`config.mk`:
```
export PLATFORM = sky130hd
export DESIGN_NAME = serial_channel_mode_events
export DESIGN_NICKNAME = d
export VERILOG_FILES = /design/src/chan_evt_pkg.sv /design/src/event_flag.sv /design/src/serial_channel_mode_events.sv
export SDC_FILE = /design/constraint.sdc
export NUM_CORES = 1
export LEC_CHECK = 0
export ABC_AREA = 1
export ABC_CLOCK_PERIOD_IN_PS = 3160
export BUFFER_PORTS_ARGS = -buffer_cell sky130_fd_sc_hd__buf_2
export CORE_MARGIN = 10
export CORE_UTILIZATION = 47
export DETAILED_ROUTE_END_ITERATION = 6
export PLACE_DENSITY = 0.88
export RECOVER_POWER = 25
export REMOVE_ABC_BUFFERS = 1
export SKIP_CTS_REPAIR_TIMING = 1
export SLEW_MARGIN = 40
export SYNTH_ARGS = -nofsm -noshare
export SYNTH_HDL_FRONTEND = slang
export SYNTH_HIERARCHICAL = 1
export SYNTH_SLANG_ARGS = --single-unit
export TNS_END_PERCENT = 50
```
`constraint.sdc`:
```
create_clock -name ref_clk -period 3.16 [get_ports ref_clk]
set_input_delay 0.158 -clock ref_clk [delete_from_list [all_inputs] [get_ports ref_clk]]
set_output_delay 0.158 -clock ref_clk [all_outputs]
set_load 0.05 [all_outputs]
```
`src/chan_evt_pkg.sv`:
```
package chan_evt_pkg;

  // ==========================================================================
  // kernel modes and shared size constants
  // ==========================================================================
  typedef enum logic [1:0]
  {
    KM_RUN0  = 2'b00,
    KM_RUN1  = 2'b01,
    KM_STOP0 = 2'b10,
    KM_STOP1 = 2'b11
  } kmode_t;

  localparam int KMODE_W = 2;
  localparam int NODE_W  = 2;
  localparam int N_SR    = 4;
  localparam int ST_W    = 9;

  // protocol selection
  typedef enum logic [1:0]
  {
    PROTO_SYNC  = 2'b00,
    PROTO_ASYNC = 2'b01,
    PROTO_I2S   = 2'b10,
    PROTO_I2C   = 2'b11
  } proto_t;

  // kernel_state_config field positions
  localparam int KS_MODULE_ENABLE_BIT    = 0;
  localparam int KS_MODULE_ENABLE_PROTECT  = 1;
  localparam int KS_NOM_LO   = 4;
  localparam int KS_BPNOM    = 7;
  localparam int KS_SUM_LO   = 8;
  localparam int KS_BPSUM    = 11;
  localparam int KS_COM_LO   = 12;
  localparam int KS_BPCOM    = 15;
  localparam logic [15:0] KERNEL_STATE_CONFIG_RST = 16'h0000;

  // event flag positions in the data-event vector
  localparam int EV_RX  = 0;
  localparam int EV_RS  = 1;
  localparam int EV_ALT = 2;
  localparam int EV_TS  = 3;
  localparam int EV_TB  = 4;
  localparam int EV_DL  = 5;
  localparam int N_EV   = 6;

  // protocol event masks (which status bits may set per protocol)
  localparam logic [ST_W-1:0] PMASK_ASYNC = 9'h1fc;
  localparam logic [ST_W-1:0] PMASK_SYNC  = 9'h00c;
  localparam logic [ST_W-1:0] PMASK_I2C   = 9'h1fe;
  localparam logic [ST_W-1:0] PMASK_I2S   = 9'h078;

  // per-word receive/transmit strobes from the shift engine
  typedef struct packed
  {
    logic rx_word;
    logic rx_special;
    logic rx_start;
    logic tx_shift_last;
    logic tx_first_bit;
    logic rx_overwrite;
  } xfer_strobe_t;

  // node pointers; rx start uses tx_buffer, data lost uses proto
  typedef struct packed
  {
    logic [NODE_W-1:0] rx;
    logic [NODE_W-1:0] alt_rx;
    logic [NODE_W-1:0] tx_shift;
    logic [NODE_W-1:0] tx_buffer;
    logic [NODE_W-1:0] proto;
  } node_ptr_t;

endpackage

```
`src/event_flag.sv`:
```
module event_flag
  import chan_evt_pkg::*;
(
  input  wire logic ref_clk,
  input  wire logic nrst,
  input  wire logic set_i,
  input  wire logic clr_i,
  output logic      flag_r
);

  // sticky flag, a set in the clear cycle wins
  always_ff @(posedge ref_clk or negedge nrst)
  begin
    if (!nrst)
      flag_r <= 1'b0;
    else if (set_i)
      flag_r <= 1'b1;
    else if (clr_i)
      flag_r <= 1'b0;
  end

endmodule

```
`src/serial_channel_mode_events.sv`:
```
// Summary of operation
// no suspend or clock-off request: normal state, clock on, normal kernel mode
// suspend request pending: suspend state, registers stay open, suspend mode field
// clock-off: gate clock only after all channels stopped, then block access
// kernel code 00/01 run, 10/11 stop at protocol stop condition
// software should set normal field to run mode 0
// software copies normal code to suspend field to ignore suspend
// software should not mix the two stop modes
// module disabled or clock gated: ignore all but kernel config access
// detected event sets its flag, held until software clears it
// enabled event pulses a request every time, flag state irrelevant
// node pointer picks service output; events may share one
// new word with special bit 0 raises receive event
// new word with special bit 1 raises alternative receive event
// special bit: parity, first byte, word address; zero in sync mode
// receiver start event sets flag, routed via tx buffer pointer
// receiver start follows tx buffer event by half shift clock
// single shot: data valid cleared by rx start or tx buffer event
// last shift edge of word raises transmit shift event
// first bit shifted out raises transmit buffer event
// overwritten unread word raises data lost via protocol pointer
// six data events each with flag, clear, enable, pointer
// protocol events individually enabled, one protocol request, mode masks
// protected fields update only with protect bit set same access
// write-only bits read zero
// clear bit written one clears flag, zero leaves it
module serial_channel_mode_events
  import chan_evt_pkg::*;
#(
  parameter int NSR = N_SR
)
(
  input  wire logic                          ref_clk,
  input  wire logic                          nrst,
  input  wire logic                          suspend_req,
  input  wire logic                          clockoff_req,
  input  wire logic                          all_chan_stopped,
  input  wire logic                          stop_cond_reached,
  input  wire logic                          ks_wr,
  input  wire logic [15:0]                   ks_wdata,
  input  wire logic                          reg_access,
  input  wire chan_evt_pkg::proto_t          proto_sel,
  input  wire chan_evt_pkg::xfer_strobe_t    xfer,
  input  wire logic                          single_shot,
  input  wire logic                          tx_valid_set,
  input  wire logic [ST_W-1:0]               proto_event,
  input  wire logic [ST_W-1:0]               proto_irq_en,
  input  wire logic [N_EV-1:0]               event_irq_en,
  input  wire chan_evt_pkg::node_ptr_t       node_ptr,
  input  wire logic                          clr_wr,
  input  wire logic [N_EV+ST_W-1:0]          clr_wdata,
  output logic [15:0]                        ks_rdata_r,
  output logic [1:0]                         op_state_r,
  output logic [KMODE_W-1:0]                 active_kmode_r,
  output logic                               halt_r,
  output logic                               clk_gate_off_r,
  output logic                               access_ok_r,
  output logic                               access_ignored_r,
  output logic [N_EV-1:0]                    data_flags_r,
  output logic [ST_W-1:0]                    proto_status_bits_r,
  output logic                               rx_special_bit_r,
  output logic                               tx_data_valid_r,
  output logic [NSR-1:0]                     service_request_out_r
);
  import chan_evt_pkg::*;

  // ==========================================================================
  // kernel state configuration
  // ==========================================================================
  logic   module_enable_bit_r;
  kmode_t normal_state_kmode_r;
  kmode_t suspend_state_kmode_r;
  kmode_t clockoff_state_kmode_r;

  // protected field writes
  always_ff @(posedge ref_clk or negedge nrst)
  begin
    if (!nrst)
    begin
      module_enable_bit_r    <= KERNEL_STATE_CONFIG_RST[KS_MODULE_ENABLE_BIT];
      normal_state_kmode_r   <= kmode_t'(KERNEL_STATE_CONFIG_RST[KS_NOM_LO +: KMODE_W]);
      suspend_state_kmode_r  <= kmode_t'(KERNEL_STATE_CONFIG_RST[KS_SUM_LO +: KMODE_W]);
      clockoff_state_kmode_r <= kmode_t'(KERNEL_STATE_CONFIG_RST[KS_COM_LO +: KMODE_W]);
    end
    else if (ks_wr)
    begin
      if (ks_wdata[KS_MODULE_ENABLE_PROTECT])
        module_enable_bit_r <= ks_wdata[KS_MODULE_ENABLE_BIT];
      if (ks_wdata[KS_BPNOM])
        normal_state_kmode_r <= kmode_t'(ks_wdata[KS_NOM_LO +: KMODE_W]);
      if (ks_wdata[KS_BPSUM])
        suspend_state_kmode_r <= kmode_t'(ks_wdata[KS_SUM_LO +: KMODE_W]);
      if (ks_wdata[KS_BPCOM])
        clockoff_state_kmode_r <= kmode_t'(ks_wdata[KS_COM_LO +: KMODE_W]);
    end
  end

  // read-back, protect bits always zero
  always_ff @(posedge ref_clk or negedge nrst)
  begin
    if (!nrst)
      ks_rdata_r <= 16'h0000;
    else
    begin
      ks_rdata_r                          <= 16'h0000;
      ks_rdata_r[KS_MODULE_ENABLE_BIT]                <= module_enable_bit_r;
      ks_rdata_r[KS_NOM_LO +: KMODE_W]    <= normal_state_kmode_r;
      ks_rdata_r[KS_SUM_LO +: KMODE_W]    <= suspend_state_kmode_r;
      ks_rdata_r[KS_COM_LO +: KMODE_W]    <= clockoff_state_kmode_r;
    end
  end

  // ==========================================================================
  // operating state and kernel mode
  // ==========================================================================
  typedef enum logic [1:0] {ST_NORMAL, ST_SUSPEND, ST_CLOCKOFF} opstate_t;
  opstate_t state_nxt;
  kmode_t   kmode_nxt;

  // clock-off outranks suspend
  always_comb
  begin
    if (clockoff_req)
    begin
      state_nxt = ST_CLOCKOFF;
      kmode_nxt = clockoff_state_kmode_r;
    end
    else if (suspend_req)
    begin
      state_nxt = ST_SUSPEND;
      kmode_nxt = suspend_state_kmode_r;
    end
    else
    begin
      state_nxt = ST_NORMAL;
      kmode_nxt = normal_state_kmode_r;
    end
  end

  always_ff @(posedge ref_clk or negedge nrst)
  begin
    if (!nrst)
    begin
      op_state_r     <= 2'h0;
      active_kmode_r <= KM_RUN0;
    end
    else
    begin
      op_state_r     <= state_nxt;
      active_kmode_r <= kmode_nxt;
    end
  end

  // halt on stop mode once the protocol stop point is hit
  always_ff @(posedge ref_clk or negedge nrst)
  begin
    if (!nrst)
      halt_r <= 1'b0;
    else
      halt_r <= kmode_nxt[1] && stop_cond_reached;
  end

  // clock gate: module disabled, or clock-off in stop mode with all channels stopped
  logic gate_nxt;
  assign gate_nxt = !module_enable_bit_r ||
                    (clockoff_req && clockoff_state_kmode_r[1] && all_chan_stopped);

  always_ff @(posedge ref_clk or negedge nrst)
  begin
    if (!nrst)
      clk_gate_off_r <= 1'b1;
    else
      clk_gate_off_r <= gate_nxt;
  end

  // access admission for all registers other than kernel config
  always_ff @(posedge ref_clk or negedge nrst)
  begin
    if (!nrst)
    begin
      access_ok_r      <= 1'b0;
      access_ignored_r <= 1'b0;
    end
    else
    begin
      access_ok_r      <= reg_access && !gate_nxt;
      access_ignored_r <= reg_access && gate_nxt;
    end
  end

  // ==========================================================================
  // data transfer events
  // ==========================================================================
  logic            live;
  logic            special;
  logic [N_EV-1:0] ev;

  assign live    = module_enable_bit_r && !halt_r;
  assign special = (proto_sel != PROTO_SYNC) && xfer.rx_special;

  always_comb
  begin
    ev         = '0;
    ev[EV_RX]  = live && xfer.rx_word && !special;
    ev[EV_ALT] = live && xfer.rx_word && special;
    ev[EV_RS]  = live && xfer.rx_start;
    ev[EV_TS]  = live && xfer.tx_shift_last;
    ev[EV_TB]  = live && xfer.tx_first_bit;
    ev[EV_DL]  = live && xfer.rx_overwrite;
  end

  // one sticky flag per data event
  for (genvar i = 0; i < N_EV; i++)
  begin : g_dflag
    event_flag u_flag
    (
      .ref_clk (ref_clk),
      .nrst    (nrst),
      .set_i   (ev[i]),
      .clr_i   (clr_wr && clr_wdata[i]),
      .flag_r  (data_flags_r[i])
    );
  end

  // special bit of the most recent word
  always_ff @(posedge ref_clk or negedge nrst)
  begin
    if (!nrst)
      rx_special_bit_r <= 1'b0;
    else if (live && xfer.rx_word)
      rx_special_bit_r <= special;
  end

  // ==========================================================================
  // protocol events
  // ==========================================================================
  logic [ST_W-1:0] pmask;
  logic [ST_W-1:0] pev;

  always_comb
  begin
    case (proto_sel)
      PROTO_ASYNC: pmask = PMASK_ASYNC;
      PROTO_SYNC:  pmask = PMASK_SYNC;
      PROTO_I2C:   pmask = PMASK_I2C;
      default:     pmask = PMASK_I2S;
    endcase
  end

  assign pev = live ? (proto_event & pmask) : '0;

  for (genvar j = 0; j < ST_W; j++)
  begin : g_pflag
    event_flag u_flag
    (
      .ref_clk (ref_clk),
      .nrst    (nrst),
      .set_i   (pev[j]),
      .clr_i   (clr_wr && clr_wdata[N_EV+j]),
      .flag_r  (proto_status_bits_r[j])
    );
  end

  // ==========================================================================
  // transmit data valid, single shot clear
  // ==========================================================================
  logic tdv_clr;
  assign tdv_clr = single_shot &&
                   (((proto_sel == PROTO_SYNC || proto_sel == PROTO_I2S) && ev[EV_RS]) ||
                    ((proto_sel == PROTO_ASYNC || proto_sel == PROTO_I2C) && ev[EV_TB]));

  always_ff @(posedge ref_clk or negedge nrst)
  begin
    if (!nrst)
      tx_data_valid_r <= 1'b0;
    else if (tx_valid_set)
      tx_data_valid_r <= 1'b1;
    else if (tdv_clr)
      tx_data_valid_r <= 1'b0;
  end

  // ==========================================================================
  // service request routing
  // ==========================================================================
  logic [NSR-1:0] sr_nxt;
  logic           proto_irq;

  assign proto_irq = |(pev & proto_irq_en);

  // pulse each cycle an enabled event fires, flag ignored
  always_comb
  begin
    sr_nxt = '0;
    if (ev[EV_RX] && event_irq_en[EV_RX])
      sr_nxt[node_ptr.rx] = 1'b1;
    if (ev[EV_ALT] && event_irq_en[EV_ALT])
      sr_nxt[node_ptr.alt_rx] = 1'b1;
    if (ev[EV_TS] && event_irq_en[EV_TS])
      sr_nxt[node_ptr.tx_shift] = 1'b1;
    if (ev[EV_TB] && event_irq_en[EV_TB])
      sr_nxt[node_ptr.tx_buffer] = 1'b1;
    if (ev[EV_RS] && event_irq_en[EV_RS])
      sr_nxt[node_ptr.tx_buffer] = 1'b1;
    if (ev[EV_DL] && event_irq_en[EV_DL])
      sr_nxt[node_ptr.proto] = 1'b1;
    if (proto_irq)
      sr_nxt[node_ptr.proto] = 1'b1;
  end

  always_ff @(posedge ref_clk or negedge nrst)
  begin
    if (!nrst)
      service_request_out_r <= '0;
    else
      service_request_out_r <= sr_nxt;
  end

  // ==========================================================================
  // assertions
  // ==========================================================================
  property p_flag_set;
    @(posedge ref_clk) disable iff (!nrst)
    ev[EV_RX] |=> data_flags_r[EV_RX];
  endproperty
  a_flag_set: assert property (p_flag_set) else $error("rx flag not set");

  property p_sr_pulse;
    @(posedge ref_clk) disable iff (!nrst)
    (ev[EV_RX] && event_irq_en[EV_RX] && data_flags_r[EV_RX]) |=> service_request_out_r[$past(node_ptr.rx)];
  endproperty
  a_sr_pulse: assert property (p_sr_pulse) else $error("request missing with flag set");

  property p_rs_route;
    @(posedge ref_clk) disable iff (!nrst)
    (ev[EV_RS] && event_irq_en[EV_RS]) |=> service_request_out_r[$past(node_ptr.tx_buffer)];
  endproperty
  a_rs_route: assert property (p_rs_route) else $error("rx start not routed");

  property p_alt_split;
    @(posedge ref_clk) disable iff (!nrst)
    !(ev[EV_RX] && ev[EV_ALT]);
  endproperty
  a_alt_split: assert property (p_alt_split) else $error("both receive events");

  property p_sync_special;
    @(posedge ref_clk) disable iff (!nrst)
    (live && xfer.rx_word && proto_sel == PROTO_SYNC) |=> !rx_special_bit_r;
  endproperty
  a_sync_special: assert property (p_sync_special) else $error("special bit in sync");

  property p_gate;
    @(posedge ref_clk) disable iff (!nrst)
    (module_enable_bit_r && !clockoff_req) |=> !clk_gate_off_r;
  endproperty
  a_gate: assert property (p_gate) else $error("clock gated early");

  property p_ignore;
    @(posedge ref_clk) disable iff (!nrst)
    (reg_access && !module_enable_bit_r) |=> (access_ignored_r && !access_ok_r);
  endproperty
  a_ignore: assert property (p_ignore) else $error("access not ignored");

  property p_protect;
    @(posedge ref_clk) disable iff (!nrst)
    (ks_wr && !ks_wdata[KS_BPNOM]) |=> $stable(normal_state_kmode_r);
  endproperty
  a_protect: assert property (p_protect) else $error("unprotected write landed");

  property p_clear;
    @(posedge ref_clk) disable iff (!nrst)
    (clr_wr && clr_wdata[EV_TS] && !ev[EV_TS]) |=> !data_flags_r[EV_TS];
  endproperty
  a_clear: assert property (p_clear) else $error("flag not cleared");

  property p_tdv;
    @(posedge ref_clk) disable iff (!nrst)
    (tdv_clr && !tx_valid_set) |=> !tx_data_valid_r;
  endproperty
  a_tdv: assert property (p_tdv) else $error("data valid not cleared");

  property p_susp;
    @(posedge ref_clk) disable iff (!nrst)
    (suspend_req && !clockoff_req) |=> active_kmode_r == $past(suspend_state_kmode_r);
  endproperty
  a_susp: assert property (p_susp) else $error("suspend mode wrong");

  c_rx: cover property (@(posedge ref_clk) disable iff (!nrst) ev[EV_RX] ##1 service_request_out_r != '0);
  c_gate: cover property (@(posedge ref_clk) disable iff (!nrst) clockoff_req ##1 clk_gate_off_r);
  c_tdv: cover property (@(posedge ref_clk) disable iff (!nrst) tx_data_valid_r ##1 !tx_data_valid_r);

endmodule

```
# Word-level counts from Yosys, hierarchy flattened
# Cells that the tools add are included.
# W data, S select, Z words.
[word_totals]
ff_bits = 43
latch_bits = 0
ram_bits = 0
romBits = 0
in_bits = 84
output_inout_bits = 45
elab_cells = 179
memories = 0
[op_classes]
add_sub_neg = 0
mul = 0
div = 0
n_lt_le_gt_ge = 10
eq_ne = 3
shift = 0
mux = 55
bitwise = 8
n_reduce_logical = 74
[op_table]
columns = ["cell", "count"]
rows = [
  ["$logic_and A1 B1 Y1", 43],
  ["$mux W1", 38],
  ["$reduce_bool A2 Y1", 17],
  ["$mux W4", 7],
  ["$pmux W9 S3", 1],
  ["$or A4 B4 Y4", 6],
  ["$and A9 B9 Y9", 2],
  ["$lt A2 B3 Y1 const B", 5],
  ["$demux W1 S2", 5],
  ["$ge A2 B1 Y1 const B", 5],
  ["$mux W9", 1],
  ["$reduce_or A9 Y1", 1],
  ["$reduce_and A2 Y1", 4],
  ["$mux W2", 3],
  ["$eq A2 B2 Y1 const B", 2],
  ["$logic_not A1 Y1", 4],
  ["$logic_or A1 B1 Y1", 4],
  ["$eq A2 B1 Y1 const B", 1],
  ["$logic_not A2 Y1", 1],
]

# Longest topological paths before layout
[depth]
ltp_word = 18
depth_mapped = 10
ltp_nobuf = 10

# Cells and area by module
# The synthesis kept the hierarchy.
[modules_own_cells]
columns = ["module", "n_inst", "cells_per_inst", "area_each_um2", "seq_area_each_um2"]
rows = [
  ["serial_channel_mode_events", 1, 233, 1654.1, 701.9],
  ["event_flag", 15, 5, 40.0, 25.0],
]

# Worst setup path after synthesis
# No wires, ideal clock.
[synth_path]
kind = "reg-to-reg"
from = "reg halt_r"
to = "reg service_request_out_r[1]"
setup_ps = 119
arrival_ps = 1370
required_ps = 3041
setup_slack_ps = 1671
path_stages_with_launch = 11
n_path_buf = 1
synth_period_minus_slack_ps = 1489
cell_sequence = "dfrtp_1 -> inv_2 -> nand2_2 -> buf_6 -> nor2_4 -> nand2_2 -> nand2_1 -> nor2_2 -> nand2_2 -> nand2_1 -> nand2_1"
[synth_via]
elab_cells_between_ends = 31
cone_classes = "mux: 8; bitwise: 7; reduce/logical: 16"
[synth_lines]
columns = ["item", "line", "source"]
rows = [
  ["start, declared", "serial_channel_mode_events.sv:55", "output logic halt_r,"],
  ["start signal, assigned", "serial_channel_mode_events.sv:160", "halt_r <= kmode_nxt[1] && stop_cond_reached;"],
  ["$logic_not A1 Y1", "serial_channel_mode_events.sv:198", "assign live = module_enable_bit_r && !halt_r;"],
  ["$logic_and A1 B1 Y1", "serial_channel_mode_events.sv:198", ""],
  ["$mux W9", "serial_channel_mode_events.sv:250", "assign pev = live ? (proto_event & pmask) : '0;"],
  ["named net pev[2]", "serial_channel_mode_events.sv:238", "logic [ST_W-1:0] pev;"],
  ["$and A9 B9 Y9", "serial_channel_mode_events.sv:288", "assign proto_irq = |(pev & proto_irq_en);"],
  ["$reduce_or A9 Y1", "serial_channel_mode_events.sv:288", ""],
  ["$mux W4", "serial_channel_mode_events.sv:306", "if (proto_irq)"],
  ["named net sr_nxt[1]", "serial_channel_mode_events.sv:285", "logic [NSR-1:0] sr_nxt;"],
  ["end signal, assigned", "serial_channel_mode_events.sv:315", "service_request_out_r <= sr_nxt;"],
  ["end, declared", "serial_channel_mode_events.sv:63", "output logic [NSR-1:0] service_request_out_r"],
]
# The timed path passes the listed nets, and every way through them passes these cells.
# A chain may end at the register's enable or synchronous reset.

# Worst setup path in the final report
# Same ends and word-level chain as after synthesis.

==> impl_metrics.ini <==
[run_status]
status = completed

[placed_design]
place_congestion = 0.817
portBuffers = 112
dpl.hpwl_mm = 5.27
placedCellCount = 472

[synth]
ys_async_sr_fraction_pct = 100
muxShareOfSynthArea_pct = 3.00
synth-main-ff-cell = dfrtp_1
yosysWarnings = 6
synth_enable_flop_cells = 0
synth_cells = 308
syn_avg_cell_area_um2 = 7.32
synth_top_area_share_pct = 46.6
synth-compound-area-share_pct = 2.77
yosysSeqAreaShare_pct = 47.8
yosys_register_bits = 43
synth_xor_area_share_pct = 0
synth-adder-area-share_pct = 0
synth_top_area_cell = dfrtp_1
synthSimpleGateAreaFrac_pct = 30.1
synth_cell_types = 27
synth.area.top_cells = dfrtp_1, nand2_1, inv_1, nor2_1, nand3_1
synth_top_family_by_area = simple AND/OR/NAND/NOR gates
syn-cell-area_um2 = 2250

[worst_setup_path]
worst-path-buf-inv = 1
criticalPathCategory = reg2reg
crit_chain = inv_2 -> nand2_2 -> nor2_1 -> nand2_1 -> nand2_1 -> nor2_1 -> nand2_2 -> nand2_1 -> nand2_1
reg2reg_depth = 9
cp.depth = 9
critPathSlowestCell = dfrtp_1
cpPeakStageDelay_ns = 0.43
required_ns = 3.34
cpMostUsedCell = nand2_1
crit_family = simple AND/OR/NAND/NOR gates
worstPathMaxFanout = 13
crit_arrival_ns = 1.59
cp-end-kind = flip-flop
cp-start-kind = flip-flop

[power]
leakage_nw = 1.85
power.density_nw_per_um2 = 562
vdd_ir_drop_max_mv = 0.385

[global_routing]
grt_antenna_before_repair = 0
grt_busiest_layer = met2
met2_usage_pct = 27.9
grt_overflow = 0
grt_pass1_vias = 2238
grt_usage_pct = 15.9
grt_max_degree = 44
grt_pass1_wl_mm = 9.87
globalRouteMet3Util_pct = 6.93
grt_util_met1_pct = 17.2

[routing]
wl_per_cell_um = 13.0
drt_iter0_drc = 33
ant_nets = 0
viasPerCell = 4.47
routed_wl_mm = 6.23
drcViolationCount = 0
route.vias.total = 2148
dr.pass1.iters = 4

[timing]
min_period_ns = 1.41
fin_tns_setup_ns = 0
setup_viol_count_final = 0
hold_viol = 0
min_period_over_period_pct = 44.6
tightest_slew_ns = 0.537
fmax_mhz = 710
max_slew_margin_pct = 64.2
skew_ns = 0.00700
hold_ws_ns = 0.0558
drv_slew = 0
rsz0062_at_grt = no

[clock_network]
cts_max_level = 2
cts_sinks = 43
clkLatencyLatePin_ns = 0.29
root_buffer = clkbuf_8
clk_path_buf_depth = 2
tritoncts = yes
cts_buffers = 5
clk_pin_slew_ns = 0.08

[die]
die_h_um = 89.3
ioPinCount = 129
fp.dieArea_um2 = 7970
core_um2 = 4690
placementRows = 25
die_w_um = 89.3
start_util_pct = 48.1

[worst_hold_path]
hold_depth = 2
hold_path.class = in2reg

[cells_and_area]
num-nets-final = 510
fillers = 434
final_cells = 481
synthToLayoutAreaGrowth_pct = 31.1
regArea_um2 = 1080
final_layout_size_suffix_gt1_share_pct = 31.6
multi_input_area_um2 = 847
n_antenna_cell = 0

[flow_run]
maxCapViolCount = 0
## kinds of logic after synthesis
logic type	count (synthesis)
AO/OA/AOI/OAI	10
AND/OR/NAND/NOR	162
buffers and inverters	86
other	1
multiplexers	6
flip-flops	43
## worst register-to-register path, stage by stage, from the launching register on
cell and delay, ns:
dfrtp_1 0.43, inv_2 0.07, nand2_2 0.24, nor2_1 0.10, nand2_1 0.07, nand2_1 0.05
nor2_1 0.12, nand2_2 0.10, nand2_1 0.07, nand2_1 0.05
## area by class of cell
class | instances | area share, %
flip-flops and latches | 43 | 36.5
multi-input cells | 188 | 28.7
repair buffers | 113 | 19.3
inverters | 75 | 9.53
clock buffers | 6 | 2.46
well taps | 54 | 2.29
clock inverters | 2 | 1.27
## where the power goes
part           switching, mW  internal [mW]
Combinational          0.433          0.143
Clock                  0.182          0.236
Sequential            0.0372          0.631
Total                  0.653           1.01
## state kept, by name (all words and copies together), names as in the netlist
register	cells
g_pflag.u_flag/flag_r	9
ks_rdata_r	7
g_dflag.u_flag/flag_r	6
service_request_out_r	4
active_kmode_r	2
clockoff_state_kmode_r	2
normal_state_kmode_r	2
op_state_r	2
suspend_state_kmode_r	2
access_ignored_r	1
access_ok_r	1
clk_gate_off_r	1
halt_r	1
module_enable_bit_r	1
rx_special_bit_r	1
tx_data_valid_r	1
## metrics by stage
step	setup WS (ns)	utilization (%)	power (mW)	area [µm²]
after floorplan	1.62	-	1.08	2210
final	1.75	63.0	1.66	2960
after global routing	1.51	63.0	1.76	2960
after global placement	1.77	60.4	1.25	2830
after CTS	1.73	62.8	1.68	2950
after detailed placement	1.75	60.5	1.26	2840
## path summary, 6_finish.rpt
path | endpoint | start | slack (ns)
worst min register to register | ks_rdata_r[5] | normal_state_kmode_r[1] | 0.41
worst max-delay path | service_request_out_r[1] | halt_r | 1.75
worst min-delay path | tx_data_valid_r | tx_valid_set | 0.06
max in group asynchronous | clk_gate_off_r | nrst | 2.40
worst max register to register | service_request_out_r[1] | halt_r | 1.75
min in group asynchronous | g_pflag[0].u_flag/flag_r | nrst | 0.39
## layout by cell type (no fill, tap or decap), types with 2 or more instances in the layout
cell,synthesis,final
clkbuf_8,0,5
clkbuf_1,1,2
conb_1,1,10
nor2_4,2,2
nand2_2,3,3
inv_2,2,2
o21ai_0,3,3
nor2_2,2,2
inv_1,73,73
nand4_1,7,7
nand3_1,14,14
dfrtp_1,42,42
nor2_1,38,38
mux2_2,6,6
buf_2,0,110
nand2_1,93,93
## synth_stat cells (all sizes together) (4+ instances only)
cell   number
dfrtp      42
o21ai       4
mux2        6
nand2      96
inv        75
buf        10
nand4       7
nand3      14
nor2       42
## per-layer routing
layer / up-vias / share of wire, %
met3: 10 / 13
li1: 1117 / -
met4: 0 / 1.5
met1: 932 / 37
met2: 89 / 48
met5: - / 0
(Power assumes the default switching activity.)
